## config.mk

```make
export PLATFORM = sky130hd
export DESIGN_NAME = ssp_top
export DESIGN_NICKNAME = d
export VERILOG_FILES = /design/src/rtl/ssp_pkg.sv /design/src/rtl/ssp_top.sv
export SDC_FILE = /design/constraint.sdc
export NUM_CORES = 1
export LEC_CHECK = 0
export ABC_AREA = 1
export BUFFER_PORTS_ARGS = -buffer_cell sky130_fd_sc_hd__buf_2
export CAP_MARGIN = 20
export CORE_MARGIN = 3
export CORE_UTILIZATION = 48
export CTS_CLUSTER_SIZE = 40
export DETAILED_ROUTE_END_ITERATION = 7
export PLACE_DENSITY_LB_ADDON = 0.12
export SLEW_MARGIN = 15
export SYNTH_ARGS = -nofsm -noshare
export SYNTH_HDL_FRONTEND = slang
export SYNTH_HIERARCHICAL = 1
export SYNTH_SLANG_ARGS = --single-unit
```

## constraint.sdc

```tcl
create_clock -name mclk_in -period 9.01 [get_ports mclk_in]
set_input_delay 0.4505 -clock mclk_in [delete_from_list [all_inputs] [get_ports mclk_in]]
set_output_delay 0.4505 -clock mclk_in [all_outputs]
set_load 0.03 [all_outputs]
```

## src/rtl/ssp_pkg.sv

```systemverilog
// What this block does
// - frames carry 4 to 16 bits, msb first
// - first divider: even prescale 2 to 254
// - second divider: one plus rate, 1 to 256
// - transmit words wait in 16x8 fifo
// - received words wait in 16x8 fifo
// - receive pin registered before fifo load
// - four events ored into one request
// - mask bit 1 lets its event through
// - raw and masked status both readable
// - serial clock idle unless transferring
// - time-out flags idle clock with data held
// - spi and half-duplex select active low
// - pulsed format: one-period high frame pulse
// - half-duplex sends 8-bit command, receives reply from bit 9 on
// - pulsed idle: clock, select low, tx released
// - pulsed start: pulse select, load shifter
// - pulsed: msb out on next rising edge
// - pulsed: received word stored after lsb
// - loopback test mode, master or slave
// - spi idle clock level follows polarity
// - spi phase picks first or second edge
package ssp_pkg;
   localparam int WORD_W = 16;
   localparam int FIFO_DEPTH = 8;
   // -------------------------------------------------
   // frame formats
   // -------------------------------------------------
   localparam logic [1:0] FMT_PULSED = 2'h0;
   localparam logic [1:0] FMT_SPI = 2'h1;
   localparam logic [1:0] FMT_HALF = 2'h2;
   localparam logic [3:0] MIN_SIZE_M1 = 4'h3;
   localparam logic [3:0] MAX_SIZE_M1 = 4'hf;
   localparam logic [4:0] REPLY_START = 5'h09;
   // -------------------------------------------------
   // status bit positions
   // -------------------------------------------------
   localparam int ST_OVERRUN = 0;
   localparam int ST_TIMEOUT = 1;
   localparam int ST_RX_SERVICE = 2;
   localparam int ST_TX_SERVICE = 3;
   localparam logic [6:0] TIMEOUT_HALVES = 7'h40;
   typedef enum logic [1:0]
   {
      SSP_IDLE = 2'b00,
      SSP_LEAD = 2'b01,
      SSP_SHIFT = 2'b11,
      SSP_TAIL = 2'b10
   } ssp_state_t;
endpackage

```

## src/rtl/ssp_top.sv

```systemverilog
`timescale 1ns/1ps
// ---------------------------------------------------------
// fifo with registered flags
// ---------------------------------------------------------
module ssp_fifo #(
   parameter int WIDTH = 16,
   parameter int DEPTH = 8,
   parameter int CW = $clog2(DEPTH + 1)
) (
   // clock and reset
   input wire logic clk_in,
   input wire logic rst_n_in,
   // fill side
   input wire logic in_valid_in,
   output logic in_ready_out,
   input wire logic [WIDTH-1:0] in_data_in,
   // drain side
   output logic out_valid_out,
   input wire logic out_ready_in,
   output logic [WIDTH-1:0] out_data_out,
   output logic [CW-1:0] count_out
);
   localparam int PW = $clog2(DEPTH);
   logic [WIDTH-1:0] mem [DEPTH];
   logic [PW-1:0] wr_ptr;
   logic [PW-1:0] rd_ptr;
   logic push;
   logic pop;
   logic [CW-1:0] next_count;

   if (DEPTH < 2 || (DEPTH & (DEPTH - 1)) != 0)
   begin : g_bad_depth
      $error("fifo depth must be a power of two");
   end

   assign push = in_valid_in & in_ready_out;
   assign pop = out_ready_in & out_valid_out;
   assign next_count = count_out + CW'(push) - CW'(pop);
   assign out_data_out = mem[rd_ptr];

   always_ff @(posedge clk_in or negedge rst_n_in)
   begin
      if (!rst_n_in)
      begin
         wr_ptr <= '0;
         rd_ptr <= '0;
         count_out <= '0;
         in_ready_out <= 1'b1;
         out_valid_out <= 1'b0;
      end
      else
      begin
         if (push)
            wr_ptr <= wr_ptr + PW'(1);
         if (pop)
            rd_ptr <= rd_ptr + PW'(1);
         count_out <= next_count;
         in_ready_out <= next_count != CW'(DEPTH);
         out_valid_out <= next_count != '0;
      end
   end

   // storage needs no reset
   always_ff @(posedge clk_in)
   begin
      if (push)
         mem[wr_ptr] <= in_data_in;
   end
endmodule

// ---------------------------------------------------------
// synchronous serial port
// ---------------------------------------------------------
module ssp_top #(
   parameter int DEPTH = ssp_pkg::FIFO_DEPTH,
   parameter int CW = $clog2(DEPTH + 1)
) (
   // clock and reset
   input wire logic mclk_in,
   input wire logic nrst_in,
   // configuration
   input wire logic enable_in,
   input wire logic master_in,
   input wire logic [1:0] format_in,
   input wire logic [3:0] data_size_m1_in,
   input wire logic clock_polarity_in,
   input wire logic clock_phase_in,
   input wire logic loopback_in,
   input wire logic [7:0] clock_prescale_divisor_in,
   input wire logic [7:0] serial_clock_rate_in,
   input wire logic [3:0] interrupt_mask_in,
   input wire logic [1:0] status_clear_in,
   // transmit words
   input wire logic tx_valid_in,
   output logic tx_ready_out,
   input wire logic [15:0] tx_data_in,
   // receive words
   output logic rx_valid_out,
   input wire logic rx_ready_in,
   output logic [15:0] rx_data_out,
   // status
   output logic [3:0] raw_interrupt_status_out,
   output logic [3:0] masked_interrupt_status_out,
   output logic irq_out,
   output logic busy_out,
   // serial pins
   input wire logic serial_clock_in,
   output logic serial_clock_out,
   output logic serial_clock_oe_out,
   input wire logic frame_select_line_in,
   output logic frame_select_line_out,
   output logic frame_select_line_oe_out,
   output logic serial_tx_line_out,
   output logic serial_tx_line_oe_out,
   input wire logic serial_rx_line_in
);
   localparam logic [CW-1:0] HALF_LEVEL = CW'(DEPTH / 2);

   ssp_pkg::ssp_state_t state;
   ssp_pkg::ssp_state_t next_state;
   logic rst_meta;
   logic rst_n;
   logic clk_meta;
   logic clk_sync;
   logic clk_prev;
   logic fss_meta;
   logic fss_sync;
   logic rx_meta;
   logic rx_sync;
   logic [6:0] pre_cnt;
   logic [7:0] rate_cnt;
   logic [6:0] half_pre;
   logic half_tick;
   logic half_b;
   logic [3:0] size_m1;
   logic [4:0] last_idx;
   logic [4:0] bit_idx;
   logic [15:0] tx_sh;
   logic [15:0] rx_sh;
   logic [15:0] aligned;
   logic idle_pol;
   logic launch_first;
   logic ev1;
   logic ev2;
   logic cap;
   logic launch;
   logic rx_bit;
   logic load;
   logic lead_done;
   logic last_bit;
   logic abort;
   logic tail_done;
   logic tx_has;
   logic [15:0] tx_word;
   logic [CW-1:0] tx_count;
   logic rx_push;
   logic [15:0] rx_word;
   logic rx_space;
   logic [CW-1:0] rx_count;
   logic [6:0] idle_cnt;
   logic [3:0] next_raw;

   // ---------------------------------------------------------
   // reset release and pin synchronisers
   // ---------------------------------------------------------
   always_ff @(posedge mclk_in or negedge nrst_in)
   begin
      if (!nrst_in)
      begin
         rst_meta <= 1'b0;
         rst_n <= 1'b0;
      end
      else
      begin
         rst_meta <= 1'b1;
         rst_n <= rst_meta;
      end
   end

   // slave clock is oversampled, hence the 12x limit on its rate
   always_ff @(posedge mclk_in or negedge rst_n)
   begin
      if (!rst_n)
      begin
         clk_meta <= 1'b0;
         clk_sync <= 1'b0;
         clk_prev <= 1'b0;
         fss_meta <= 1'b1;
         fss_sync <= 1'b1;
         rx_meta <= 1'b0;
         rx_sync <= 1'b0;
      end
      else
      begin
         clk_meta <= serial_clock_in;
         clk_sync <= clk_meta;
         clk_prev <= clk_sync;
         fss_meta <= frame_select_line_in;
         fss_sync <= fss_meta;
         rx_meta <= serial_rx_line_in;
         rx_sync <= rx_meta;
      end
   end

   // ---------------------------------------------------------
   // bit rate: half period = prescale/2 * (1 + rate)
   // ---------------------------------------------------------
   assign half_pre = (clock_prescale_divisor_in[7:1] == 7'h00) ? 7'h01 :
      clock_prescale_divisor_in[7:1];

   always_ff @(posedge mclk_in or negedge rst_n)
   begin
      if (!rst_n)
      begin
         pre_cnt <= '0;
         rate_cnt <= '0;
         half_tick <= 1'b0;
      end
      else if (!enable_in)
      begin
         pre_cnt <= '0;
         rate_cnt <= '0;
         half_tick <= 1'b0;
      end
      else
      begin
         half_tick <= 1'b0;
         if (pre_cnt == half_pre - 7'h01)
         begin
            pre_cnt <= '0;
            if (rate_cnt == serial_clock_rate_in)
            begin
               rate_cnt <= '0;
               half_tick <= 1'b1;
            end
            else
               rate_cnt <= rate_cnt + 8'h01;
         end
         else
            pre_cnt <= pre_cnt + 7'h01;
      end
   end

   // ---------------------------------------------------------
   // edge events and format decode
   // ---------------------------------------------------------
   assign size_m1 = (data_size_m1_in < ssp_pkg::MIN_SIZE_M1) ? ssp_pkg::MIN_SIZE_M1 :
      data_size_m1_in;
   assign last_idx = {1'b0, size_m1} +
      ((format_in == ssp_pkg::FMT_HALF) ? ssp_pkg::REPLY_START : 5'h00);
   assign idle_pol = (format_in == ssp_pkg::FMT_SPI) & clock_polarity_in;
   assign launch_first = (format_in == ssp_pkg::FMT_PULSED) |
      ((format_in == ssp_pkg::FMT_SPI) & clock_phase_in);
   assign ev1 = master_in ? (half_tick & ~half_b) :
      ((clk_sync ^ clk_prev) & (clk_sync != idle_pol));
   assign ev2 = master_in ? (half_tick & half_b) :
      ((clk_sync ^ clk_prev) & (clk_sync == idle_pol));
   assign cap = (state == ssp_pkg::SSP_SHIFT) & (launch_first ? ev2 : ev1);
   assign launch = (state == ssp_pkg::SSP_SHIFT) & (launch_first ? ev1 : ev2);
   assign rx_bit = loopback_in ? serial_tx_line_out : rx_sync;

   assign load = (state == ssp_pkg::SSP_IDLE) & enable_in & (master_in ? tx_has :
      ((format_in == ssp_pkg::FMT_PULSED) ? (ev2 & fss_sync) : ~fss_sync));
   assign lead_done = (state == ssp_pkg::SSP_LEAD) & half_tick &
      ((format_in != ssp_pkg::FMT_PULSED) | half_b);
   assign last_bit = (state == ssp_pkg::SSP_SHIFT) & ev2 & (bit_idx == last_idx);
   assign abort = (state == ssp_pkg::SSP_SHIFT) & ~master_in &
      (format_in != ssp_pkg::FMT_PULSED) & fss_sync;
   assign tail_done = (state == ssp_pkg::SSP_TAIL) & (master_in ? half_tick :
      ((format_in == ssp_pkg::FMT_PULSED) | fss_sync));
   assign aligned = (format_in == ssp_pkg::FMT_HALF) ? {tx_word[7:0], 8'h00} :
      (tx_word << (ssp_pkg::MAX_SIZE_M1 - size_m1));

   // ---------------------------------------------------------
   // frame sequencer
   // ---------------------------------------------------------
   always_comb
   begin
      next_state = state;
      if (!enable_in || abort)
         next_state = ssp_pkg::SSP_IDLE;
      else
         unique case (state)
            ssp_pkg::SSP_IDLE:
               if (load)
                  next_state = master_in ? ssp_pkg::SSP_LEAD : ssp_pkg::SSP_SHIFT;
            ssp_pkg::SSP_LEAD:
               if (lead_done)
                  next_state = ssp_pkg::SSP_SHIFT;
            ssp_pkg::SSP_SHIFT:
               if (last_bit)
                  next_state = ssp_pkg::SSP_TAIL;
            ssp_pkg::SSP_TAIL:
               if (tail_done)
                  next_state = ssp_pkg::SSP_IDLE;
         endcase
   end

   always_ff @(posedge mclk_in or negedge rst_n)
   begin
      if (!rst_n)
         state <= ssp_pkg::SSP_IDLE;
      else
         state <= next_state;
   end

   // select, busy and the tx pad enable (slave or pulsed only) follow the next state so they line up with the clock
   always_ff @(posedge mclk_in or negedge rst_n)
   begin
      if (!rst_n)
      begin
         frame_select_line_out <= 1'b1;
         frame_select_line_oe_out <= 1'b0;
         serial_clock_oe_out <= 1'b0;
         serial_tx_line_oe_out <= 1'b0;
         busy_out <= 1'b0;
      end
      else
      begin
         if (format_in == ssp_pkg::FMT_PULSED)
            frame_select_line_out <= next_state == ssp_pkg::SSP_LEAD;
         else
            frame_select_line_out <= next_state == ssp_pkg::SSP_IDLE;
         frame_select_line_oe_out <= enable_in & master_in;
         serial_clock_oe_out <= enable_in & master_in;
         if (master_in && format_in != ssp_pkg::FMT_PULSED)
            serial_tx_line_oe_out <= enable_in;
         else
            serial_tx_line_oe_out <= enable_in & (next_state != ssp_pkg::SSP_IDLE);
         busy_out <= next_state != ssp_pkg::SSP_IDLE;
      end
   end

   // ---------------------------------------------------------
   // shifters and serial clock
   // ---------------------------------------------------------
   always_ff @(posedge mclk_in or negedge rst_n)
   begin
      if (!rst_n)
      begin
         tx_sh <= '0;
         serial_tx_line_out <= 1'b0;
         rx_sh <= '0;
         bit_idx <= '0;
         half_b <= 1'b0;
         serial_clock_out <= 1'b0;
      end
      else
      begin
         if (load)
         begin
            bit_idx <= '0;
            half_b <= 1'b0;
            if (launch_first)
               tx_sh <= aligned;
            else
            begin
               tx_sh <= aligned << 1;
               serial_tx_line_out <= aligned[15];
            end
         end
         else if (lead_done)
         begin
            half_b <= 1'b0;
            serial_clock_out <= idle_pol;
         end
         else if (state == ssp_pkg::SSP_LEAD && half_tick)
         begin
            half_b <= 1'b1;
            serial_clock_out <= ~serial_clock_out;
         end
         else if (state == ssp_pkg::SSP_SHIFT)
         begin
            if (master_in && half_tick)
            begin
               half_b <= ~half_b;
               serial_clock_out <= ~serial_clock_out;
            end
            if (launch)
            begin
               serial_tx_line_out <= tx_sh[15];
               tx_sh <= tx_sh << 1;
            end
            if (cap && (format_in != ssp_pkg::FMT_HALF || bit_idx >= ssp_pkg::REPLY_START))
               rx_sh <= {rx_sh[14:0], rx_bit};
            if (ev2)
               bit_idx <= bit_idx + 5'h01;
         end
         else
         begin
            serial_clock_out <= idle_pol;
            if (tail_done)
               serial_tx_line_out <= 1'b0;
         end
      end
   end

   // word is taken a cycle after the last trailing edge, so trailing-edge capture modes keep their last bit
   assign rx_word = rx_sh & (16'hffff >> (ssp_pkg::MAX_SIZE_M1 - size_m1));

   always_ff @(posedge mclk_in or negedge rst_n)
   begin
      if (!rst_n)
         rx_push <= 1'b0;
      else
         rx_push <= last_bit;
   end

   // ---------------------------------------------------------
   // fifos
   // ---------------------------------------------------------
   ssp_fifo #(
      .WIDTH(ssp_pkg::WORD_W),
      .DEPTH(DEPTH),
      .CW(CW)
   ) u_tx_fifo (
      .clk_in(mclk_in),
      .rst_n_in(rst_n),
      .in_valid_in(tx_valid_in),
      .in_ready_out(tx_ready_out),
      .in_data_in(tx_data_in),
      .out_valid_out(tx_has),
      .out_ready_in(load),
      .out_data_out(tx_word),
      .count_out(tx_count)
   );

   ssp_fifo #(
      .WIDTH(ssp_pkg::WORD_W),
      .DEPTH(DEPTH),
      .CW(CW)
   ) u_rx_fifo (
      .clk_in(mclk_in),
      .rst_n_in(rst_n),
      .in_valid_in(rx_push),
      .in_ready_out(rx_space),
      .in_data_in(rx_word),
      .out_valid_out(rx_valid_out),
      .out_ready_in(rx_ready_in),
      .out_data_out(rx_data_out),
      .count_out(rx_count)
   );

   // ---------------------------------------------------------
   // status and request
   // ---------------------------------------------------------
   always_ff @(posedge mclk_in or negedge rst_n)
   begin
      if (!rst_n)
         idle_cnt <= '0;
      else if (state != ssp_pkg::SSP_IDLE || !rx_valid_out)
         idle_cnt <= '0;
      else if (half_tick && idle_cnt != ssp_pkg::TIMEOUT_HALVES)
         idle_cnt <= idle_cnt + 7'h01;
   end

   // a set in the same cycle as a clear wins
   always_comb
   begin
      next_raw = raw_interrupt_status_out;
      if (status_clear_in[ssp_pkg::ST_OVERRUN])
         next_raw[ssp_pkg::ST_OVERRUN] = 1'b0;
      if (status_clear_in[ssp_pkg::ST_TIMEOUT])
         next_raw[ssp_pkg::ST_TIMEOUT] = 1'b0;
      if (rx_push && !rx_space)
         next_raw[ssp_pkg::ST_OVERRUN] = 1'b1;
      if (idle_cnt == ssp_pkg::TIMEOUT_HALVES && rx_valid_out)
         next_raw[ssp_pkg::ST_TIMEOUT] = 1'b1;
      next_raw[ssp_pkg::ST_RX_SERVICE] = rx_count >= HALF_LEVEL;
      next_raw[ssp_pkg::ST_TX_SERVICE] = tx_count <= HALF_LEVEL;
   end

   always_ff @(posedge mclk_in or negedge rst_n)
   begin
      if (!rst_n)
      begin
         raw_interrupt_status_out <= '0;
         masked_interrupt_status_out <= '0;
         irq_out <= 1'b0;
      end
      else
      begin
         raw_interrupt_status_out <= next_raw;
         masked_interrupt_status_out <= next_raw & interrupt_mask_in;
         irq_out <= |(next_raw & interrupt_mask_in);
      end
   end
endmodule

```

Word-level counts from Yosys, hierarchy flattened
Memories as Yosys holds them, arrays and structs flattened.
Index checks and enable logic that the tools add are counted.
Storage, ports and cells
  bits in registers: 112
  memory bits (writable): 256
  bits of input ports: 56
  output and inout port bits: 34
  word-level logic and storage cells: 223
  memories: 2
Cells by class
  $add $sub $neg: 15
  order comparisons: 4
  eq/ne operators: 22
  shift operators: 2
  multiplexer cells: 66
  bitwise gates (word level): 38
  reduce and logical (&&, ||, !) cells: 36
Memory list
  u_rx_fifo.mem: words 8, bits a word 16, rd ports 1, clocked after memory_dff 0, wr ports 1, RTL line ssp_top.sv:24  | logic [WIDTH-1:0] mem [DEPTH];
  u_tx_fifo.mem: words 8, bits a word 16, rd ports 1, clocked after memory_dff 0, wr ports 1, RTL line ssp_top.sv:24
Operator list (number)
  $mux W16: 7
  $mux W1: 37
  $mux W7: 5
  $and A1 B1 Y1: 25
  $mux W5: 5
  $mux W8: 3
  $and A16 B16 Y16: 1
  $reduce_bool A4 Y1: 4
  $shl A16 B4 Y16: 1
  $shr A16 B4 Y16 const A: 1
  $add A7 B1 Y7 const B: 2
  $reduce_bool A2 Y1: 7
  $add A3 B1 Y3 const B: 4
  $mux W2: 6
  $reduce_and A5 Y1: 2
  $add A4 B1 Y4: 2
  $add A8 B1 Y8 const B: 1
  $eq A8 B8 Y1: 1
  $mux W4: 2
  $ne A4 B4 Y1 const B: 2
  $pmux W2 S4: 1
  $reduce_and A4 Y1: 2
  $sub A4 B1 Y4: 2
  $eq A7 B7 Y1: 1
  31 further kinds: 59

Depth between registers and ports, before layout
  depth after elaboration: 15
  depth in mapped cells: 20
  gate-level depth less buffers: 19

By module
The synthesis kept the hierarchy.
Modules (own cells, without submodules)
  ssp_fifo at u_rx_fifo: times used 1, cells an instance 629, area an instance 6321.1 um^2, seq. area each 4145.2 um^2
  ssp_fifo at u_tx_fifo: times used 1, cells an instance 629, area an instance 6283.5 um^2, seq. area each 4145.2 um^2
  ssp_top: times used 1, cells an instance 801, area an instance 5689.2 um^2, seq. area each 2205.9 um^2

Worst setup path before layout
No wires, ideal clock.
  path type: input port to flip-flop
  start: in enable_in
  end: reg u_tx_fifo.out_valid_out
  setup time: 0.126 ns
  arrival: 2.935 ns
  setup slack: 5.949 ns
  cell stages on the path: 16
  buffers on the path: 2
  cell sequence: buf_2 o21ai_0 nor2_1 a21boi_1 buf_2 nand2_1 inv_1 ha_1 inv_1 ha_1 inv_1 fa_1 inv_1 or2_2 nor2_1 nand3_1
On the way
  word-level cells in the longest chain between the ends: 5
RTL lines
  start, declared: RTL line ssp_top.sv:82  | input wire logic enable_in,
  $and A1 B1 Y1 (2 in a row): RTL line ssp_top.sv:262  | assign load = (state == ssp_pkg::SSP_IDLE) & enable_in & (master_in ? tx_has :
  net load: RTL line ssp_top.sv:148  | logic load;
  $and A1 B1 Y1: RTL line ssp_top.sv:37  | assign pop = out_ready_in & out_valid_out;
  net u_tx_fifo.pop: RTL line ssp_top.sv:28  | logic pop;
  $sub A4 B1 Y4: RTL line ssp_top.sv:38  | assign next_count = count_out + CW'(push) - CW'(pop);
  net u_tx_fifo.next_count[1]: RTL line ssp_top.sv:29  | logic [CW-1:0] next_count;
  $reduce_bool A4 Y1: RTL line ssp_top.sv:59  | out_valid_out <= next_count != '0;
  end signal, assigned: RTL line ssp_top.sv:49  | out_valid_out <= 1'b0;
  end signal, assigned: RTL line ssp_top.sv:59
  end, declared: RTL line ssp_top.sv:18  | output logic out_valid_out,
The timed path passes the listed nets, and every way through them passes these cells.
A chain may end at the register's enable or synchronous reset.

Worst setup path after layout
  start: reg state[0]
  end: reg u_tx_fifo.out_valid_out
On the way
  word-level cells in the longest chain between the ends: 6
RTL lines
  start, declared: RTL line ssp_top.sv:119  | ssp_pkg::ssp_state_t state;
  start signal, assigned: RTL line ssp_top.sv:302  | state <= ssp_pkg::SSP_IDLE;
  start signal, assigned: RTL line ssp_top.sv:304  | state <= next_state;
  $logic_not A2 Y1: RTL line ssp_top.sv:262
  $and A1 B1 Y1 (2 in a row): RTL line ssp_top.sv:262
  $and A1 B1 Y1: RTL line ssp_top.sv:37
  net u_tx_fifo.pop: RTL line ssp_top.sv:28
  $sub A4 B1 Y4: RTL line ssp_top.sv:38
  net u_tx_fifo.next_count[1]: RTL line ssp_top.sv:29
  $reduce_bool A4 Y1: RTL line ssp_top.sv:59
The timed path passes the listed nets, and every way through them passes these cells.

==> metrics.md <==
| Metric | Value |
|---|---|
| Worst Path Required | 9420 ps |
| Pwr Density | roughly 280 nW/µm² |
| Syn Area/Cell | 8.88 µm² |
| Slew headroom | between 30% and 40% |
| Fin worst setup slack | 5220 ps |
| Sequential area share after synthesis | 57.4% |
| Max-cap violations | 0 |
| Setup Fix Bufs, Post-CTS | 0 |
| HP Class | in2reg |
| Clock root buffer | clkbuf_16 |
| Synth Area in Compound Gates | under 10% |
| Total negative slack | 0 ps |
| Row Count | 70 |
| Max-slew violation count | 0 |
| Status | completed |
| Final setup fails | 0 |
| Clock Pin Slew Worst Setup and Hold Paths | 60 ps |
| Initial antenna violation count | 2 |
| Drt wl/cell | ~15 µm |
| Slowest cell delay on critical path | 830 ps |
| Worst Tran Pin Value | 969 ps |
| Routability cong. | between 0.8 and 0.9 |
| CTS tree | built |
| Global-route wire length before repair | between 60000 and 70000 µm |
| Die Ht | 201 µm |
| Die width | 201 µm |
| Largest family of logic cells by synthesized area | simple AND/OR/NAND/NOR gates |
| Mapped cell area | 18300 µm² |
| Routed WL | 39900 µm |
| Commonest non-fill, non-tap cells in the layout | nand2_1, inv_1, edfxtp_1 |
| Initial Util | 49.4% |
| Hold_ws | 26.1 ps |
| Worst path top cell family by delay | simple AND/OR/NAND/NOR gates |
| IO Count | 90 |
| Antenna-violating nets left | 0 |
| Clock period minus worst slack | ~3800 ps |
| Vias in the first global route | roughly 13000 |
| Buf+Inv Stages, Crit Path | 5 |
| Clock tree buffer depth | 3 |
| Most common cell on crit path | inv_1 |
| Register Area | roughly 11000 µm² |
| Residual DRC | 0 |
| Max IR drop VDD | between 150 and 200 µV |
| Pre-CTS setup slack | 4840 ps |
| Unrepaired setup endpoints after global routing | no |
| Num CTS Buffers | 42 |
| Final hold violation count | 0 |
| Commonest non-fill, non-tap cell in the layout | nand2_1 |
| Post-Synth Adder-Cell Area | 1.72% |
| Dpl hpwl | between 20000 and 25000 µm |
| Mux contribution to synthesized area | 0.0547% |
| Clock Sinks | 368 |
| Gr usage total | 20.1% |
| Post-Syn Instances | 2059 |
| Yosys Warn Count | 6 |
| Layout area overhead | 11.0% |
| Final net count | between 2000 and 2500 |
| Crit Path Class | reg2reg |
| Die area | approximately 40000 µm² |
| Post-Synth XOR/XNOR Area | about 2.2% |
| Multi-input gate area | 5760 µm² |
| Clock skew | 10.5 ps |
| Final Power | 5.77 mW |
| Crit-path max FO | 12 |
| DR vias | 13100 |
| Critical Path AT | approximately 4200 ps |
| Period utilization | 42.1% |
| Clock Latency Late Sink | 540 ps |
| Flops & latches, synth | 368 |
| Overflow left after global routing | 0 |
| Synth unique cells | 47 |
| DR pass1 iterations | 8 |
| Number of fill cells in the layout | 3353 |
| Layout cells sized above 1 | 10.2% |
| Iter 0 DRT Violations | 872 |
| CTS H-tree lvls | 2 |
| Count of input and output buffers | 88 |
| Net count after synthesis | 2139 |
| Pin count of the biggest net entering global routing | 74 |
| Fmax | 264 MHz |
| CP endpoint kind | flip-flop |
| Core area | 37000 µm² |
| Area fraction in and, or, nand and nor cells after synthesis | 25.1% |
| CP startpoint kind | flip-flop |
| Vias per inst | 4.89 |
| Critical path, cell by cell | nor2_1 > inv_1 > nor2_1 > a21boi_1 > nand2_1 > inv_1 > ha_1 > inv_1 > ha_1 > inv_1 > fa_1 > inv_1 > or2_2 > nor2_1 > nand3_1 |
| CP max-delay cell | a21boi_1 |
| Static leakage | around 9.8 nW |
==> flip-flops by register name, indices dropped and copies added, names as in the netlist, 2 cells and up <==
register,cells
u_rx_fifo/mem,128
u_tx_fifo/mem,128
rx_sh,16
tx_sh,16
rate_cnt,8
idle_cnt,7
pre_cnt,7
bit_idx,5
masked_interrupt_status_out,4
raw_interrupt_status_out,4
u_rx_fifo/count_out,4
u_tx_fifo/count_out,4
u_rx_fifo/rd_ptr,3
u_rx_fifo/wr_ptr,3
u_tx_fifo/rd_ptr,3
u_tx_fifo/wr_ptr,3
state,2
==> synth_stat cells (all sizes together) <==
cell type / instances / area, µm²
a211oi: 4 / 30.0
a21boi: 1 / 7.51
a21oi: 11 / 58.8
a31oi: 4 / 25.0
buf: 64 / 531
clkbuf: 13 / 78.8
clkinv: 3 / 11.3
conb: 1 / 3.75
dfrtp: 107 / 2680
dfstp: 5 / 131
edfxtp: 256 / 7690
fa: 2 / 40.0
ha: 22 / 275
inv: 375 / 1410
mux2i: 1 / 10.0
nand2: 683 / 2600
nand3: 248 / 1270
nand3b: 2 / 15.0
nand4: 16 / 100
nor2: 112 / 448
nor3: 18 / 90.1
nor3b: 2 / 15.0
o211ai: 3 / 22.5
o21a: 2 / 15.0
o21ai: 49 / 260
o21bai: 1 / 7.51
o22ai: 2 / 12.5
or2: 9 / 56.3
xnor2: 18 / 158
xnor3: 2 / 45.0
xor2: 23 / 201
==> metal layers <==
metal	vias up	share of wire [%]	global-route usage, %
met4	2	3.1	6.90
met5	-	0.040	0
met3	89	4.7	3.03
li1	6641	-	-
met1	6059	44	26.5
met2	293	48	34.3
==> final cells by class <==
class                   count  area share (%)
diodes                      1          0.0123
clock buffers              55            5.61
clock inverters            21           0.912
inverters                 378            7.01
multi-input cells        1236            28.4
flip-flops and latches    368            51.7
well taps                 504            3.11
repair buffers            114            3.22
==> report_power, final <==
part	internal, mW	switching, mW
logic	0.584	1.38
registers	2.05	0.132
clock network	0.975	0.653
total	3.61	2.16
==> what timing repair did <==
action / 4_1_cts / 5_1_grt
resized for setup: 0 / 0
hold buffers: 2 / 0
endpoints found under the hold margin: 3 / 0
==> worst reg2reg max path, delay by kind of cell (launching register included) <==
family	cells	cell delay [ps]
buf+inv	5	440
fa+ha+maj	3	880
simple gates	6	1100
compound gates	1	830
flops	1	410
==> final timing paths <==
check / end / start / slack (ps) / depth (start not counted)
max: u_tx_fifo/out_valid_out / state[0] / 5220 / 15
min: fss_meta / frame_select_line_in / 30 / 1
max reg2reg: u_tx_fifo/out_valid_out / state[0] / 5220 / 15
min reg2reg: u_tx_fifo/count_out[3] / rst_n / 310 / 0
max in group asynchronous: u_rx_fifo/rd_ptr[0] / rst_n / 7310 / 1
min in group asynchronous: rst_meta / nrst_in / 220 / 2
==> per-stage QoR <==
| step | std cells | area, µm² | utilization [%] |
|---|---|---|---|
| floorplan | 2059 | 18300 | - |
| global placement | 2597 | 18900 | 51.1 |
| detailed placement | 2598 | 19000 | 51.2 |
| CTS | 2676 | 20300 | 54.8 |
| global route | 2677 | 20300 | 54.8 |
| finish | 2677 | 20300 | 54.8 |
==> cell families after synthesis <==
family	after synthesis
other	1
muxes	1
xor gates and xnor gates	43
and+or+nand+nor	1090
buffers and inverters	455
DFF	368
AOI/OAI and AO/OA	77
adders and majority gates	24
No activity file was read; power rests on OpenSTA's default activity.
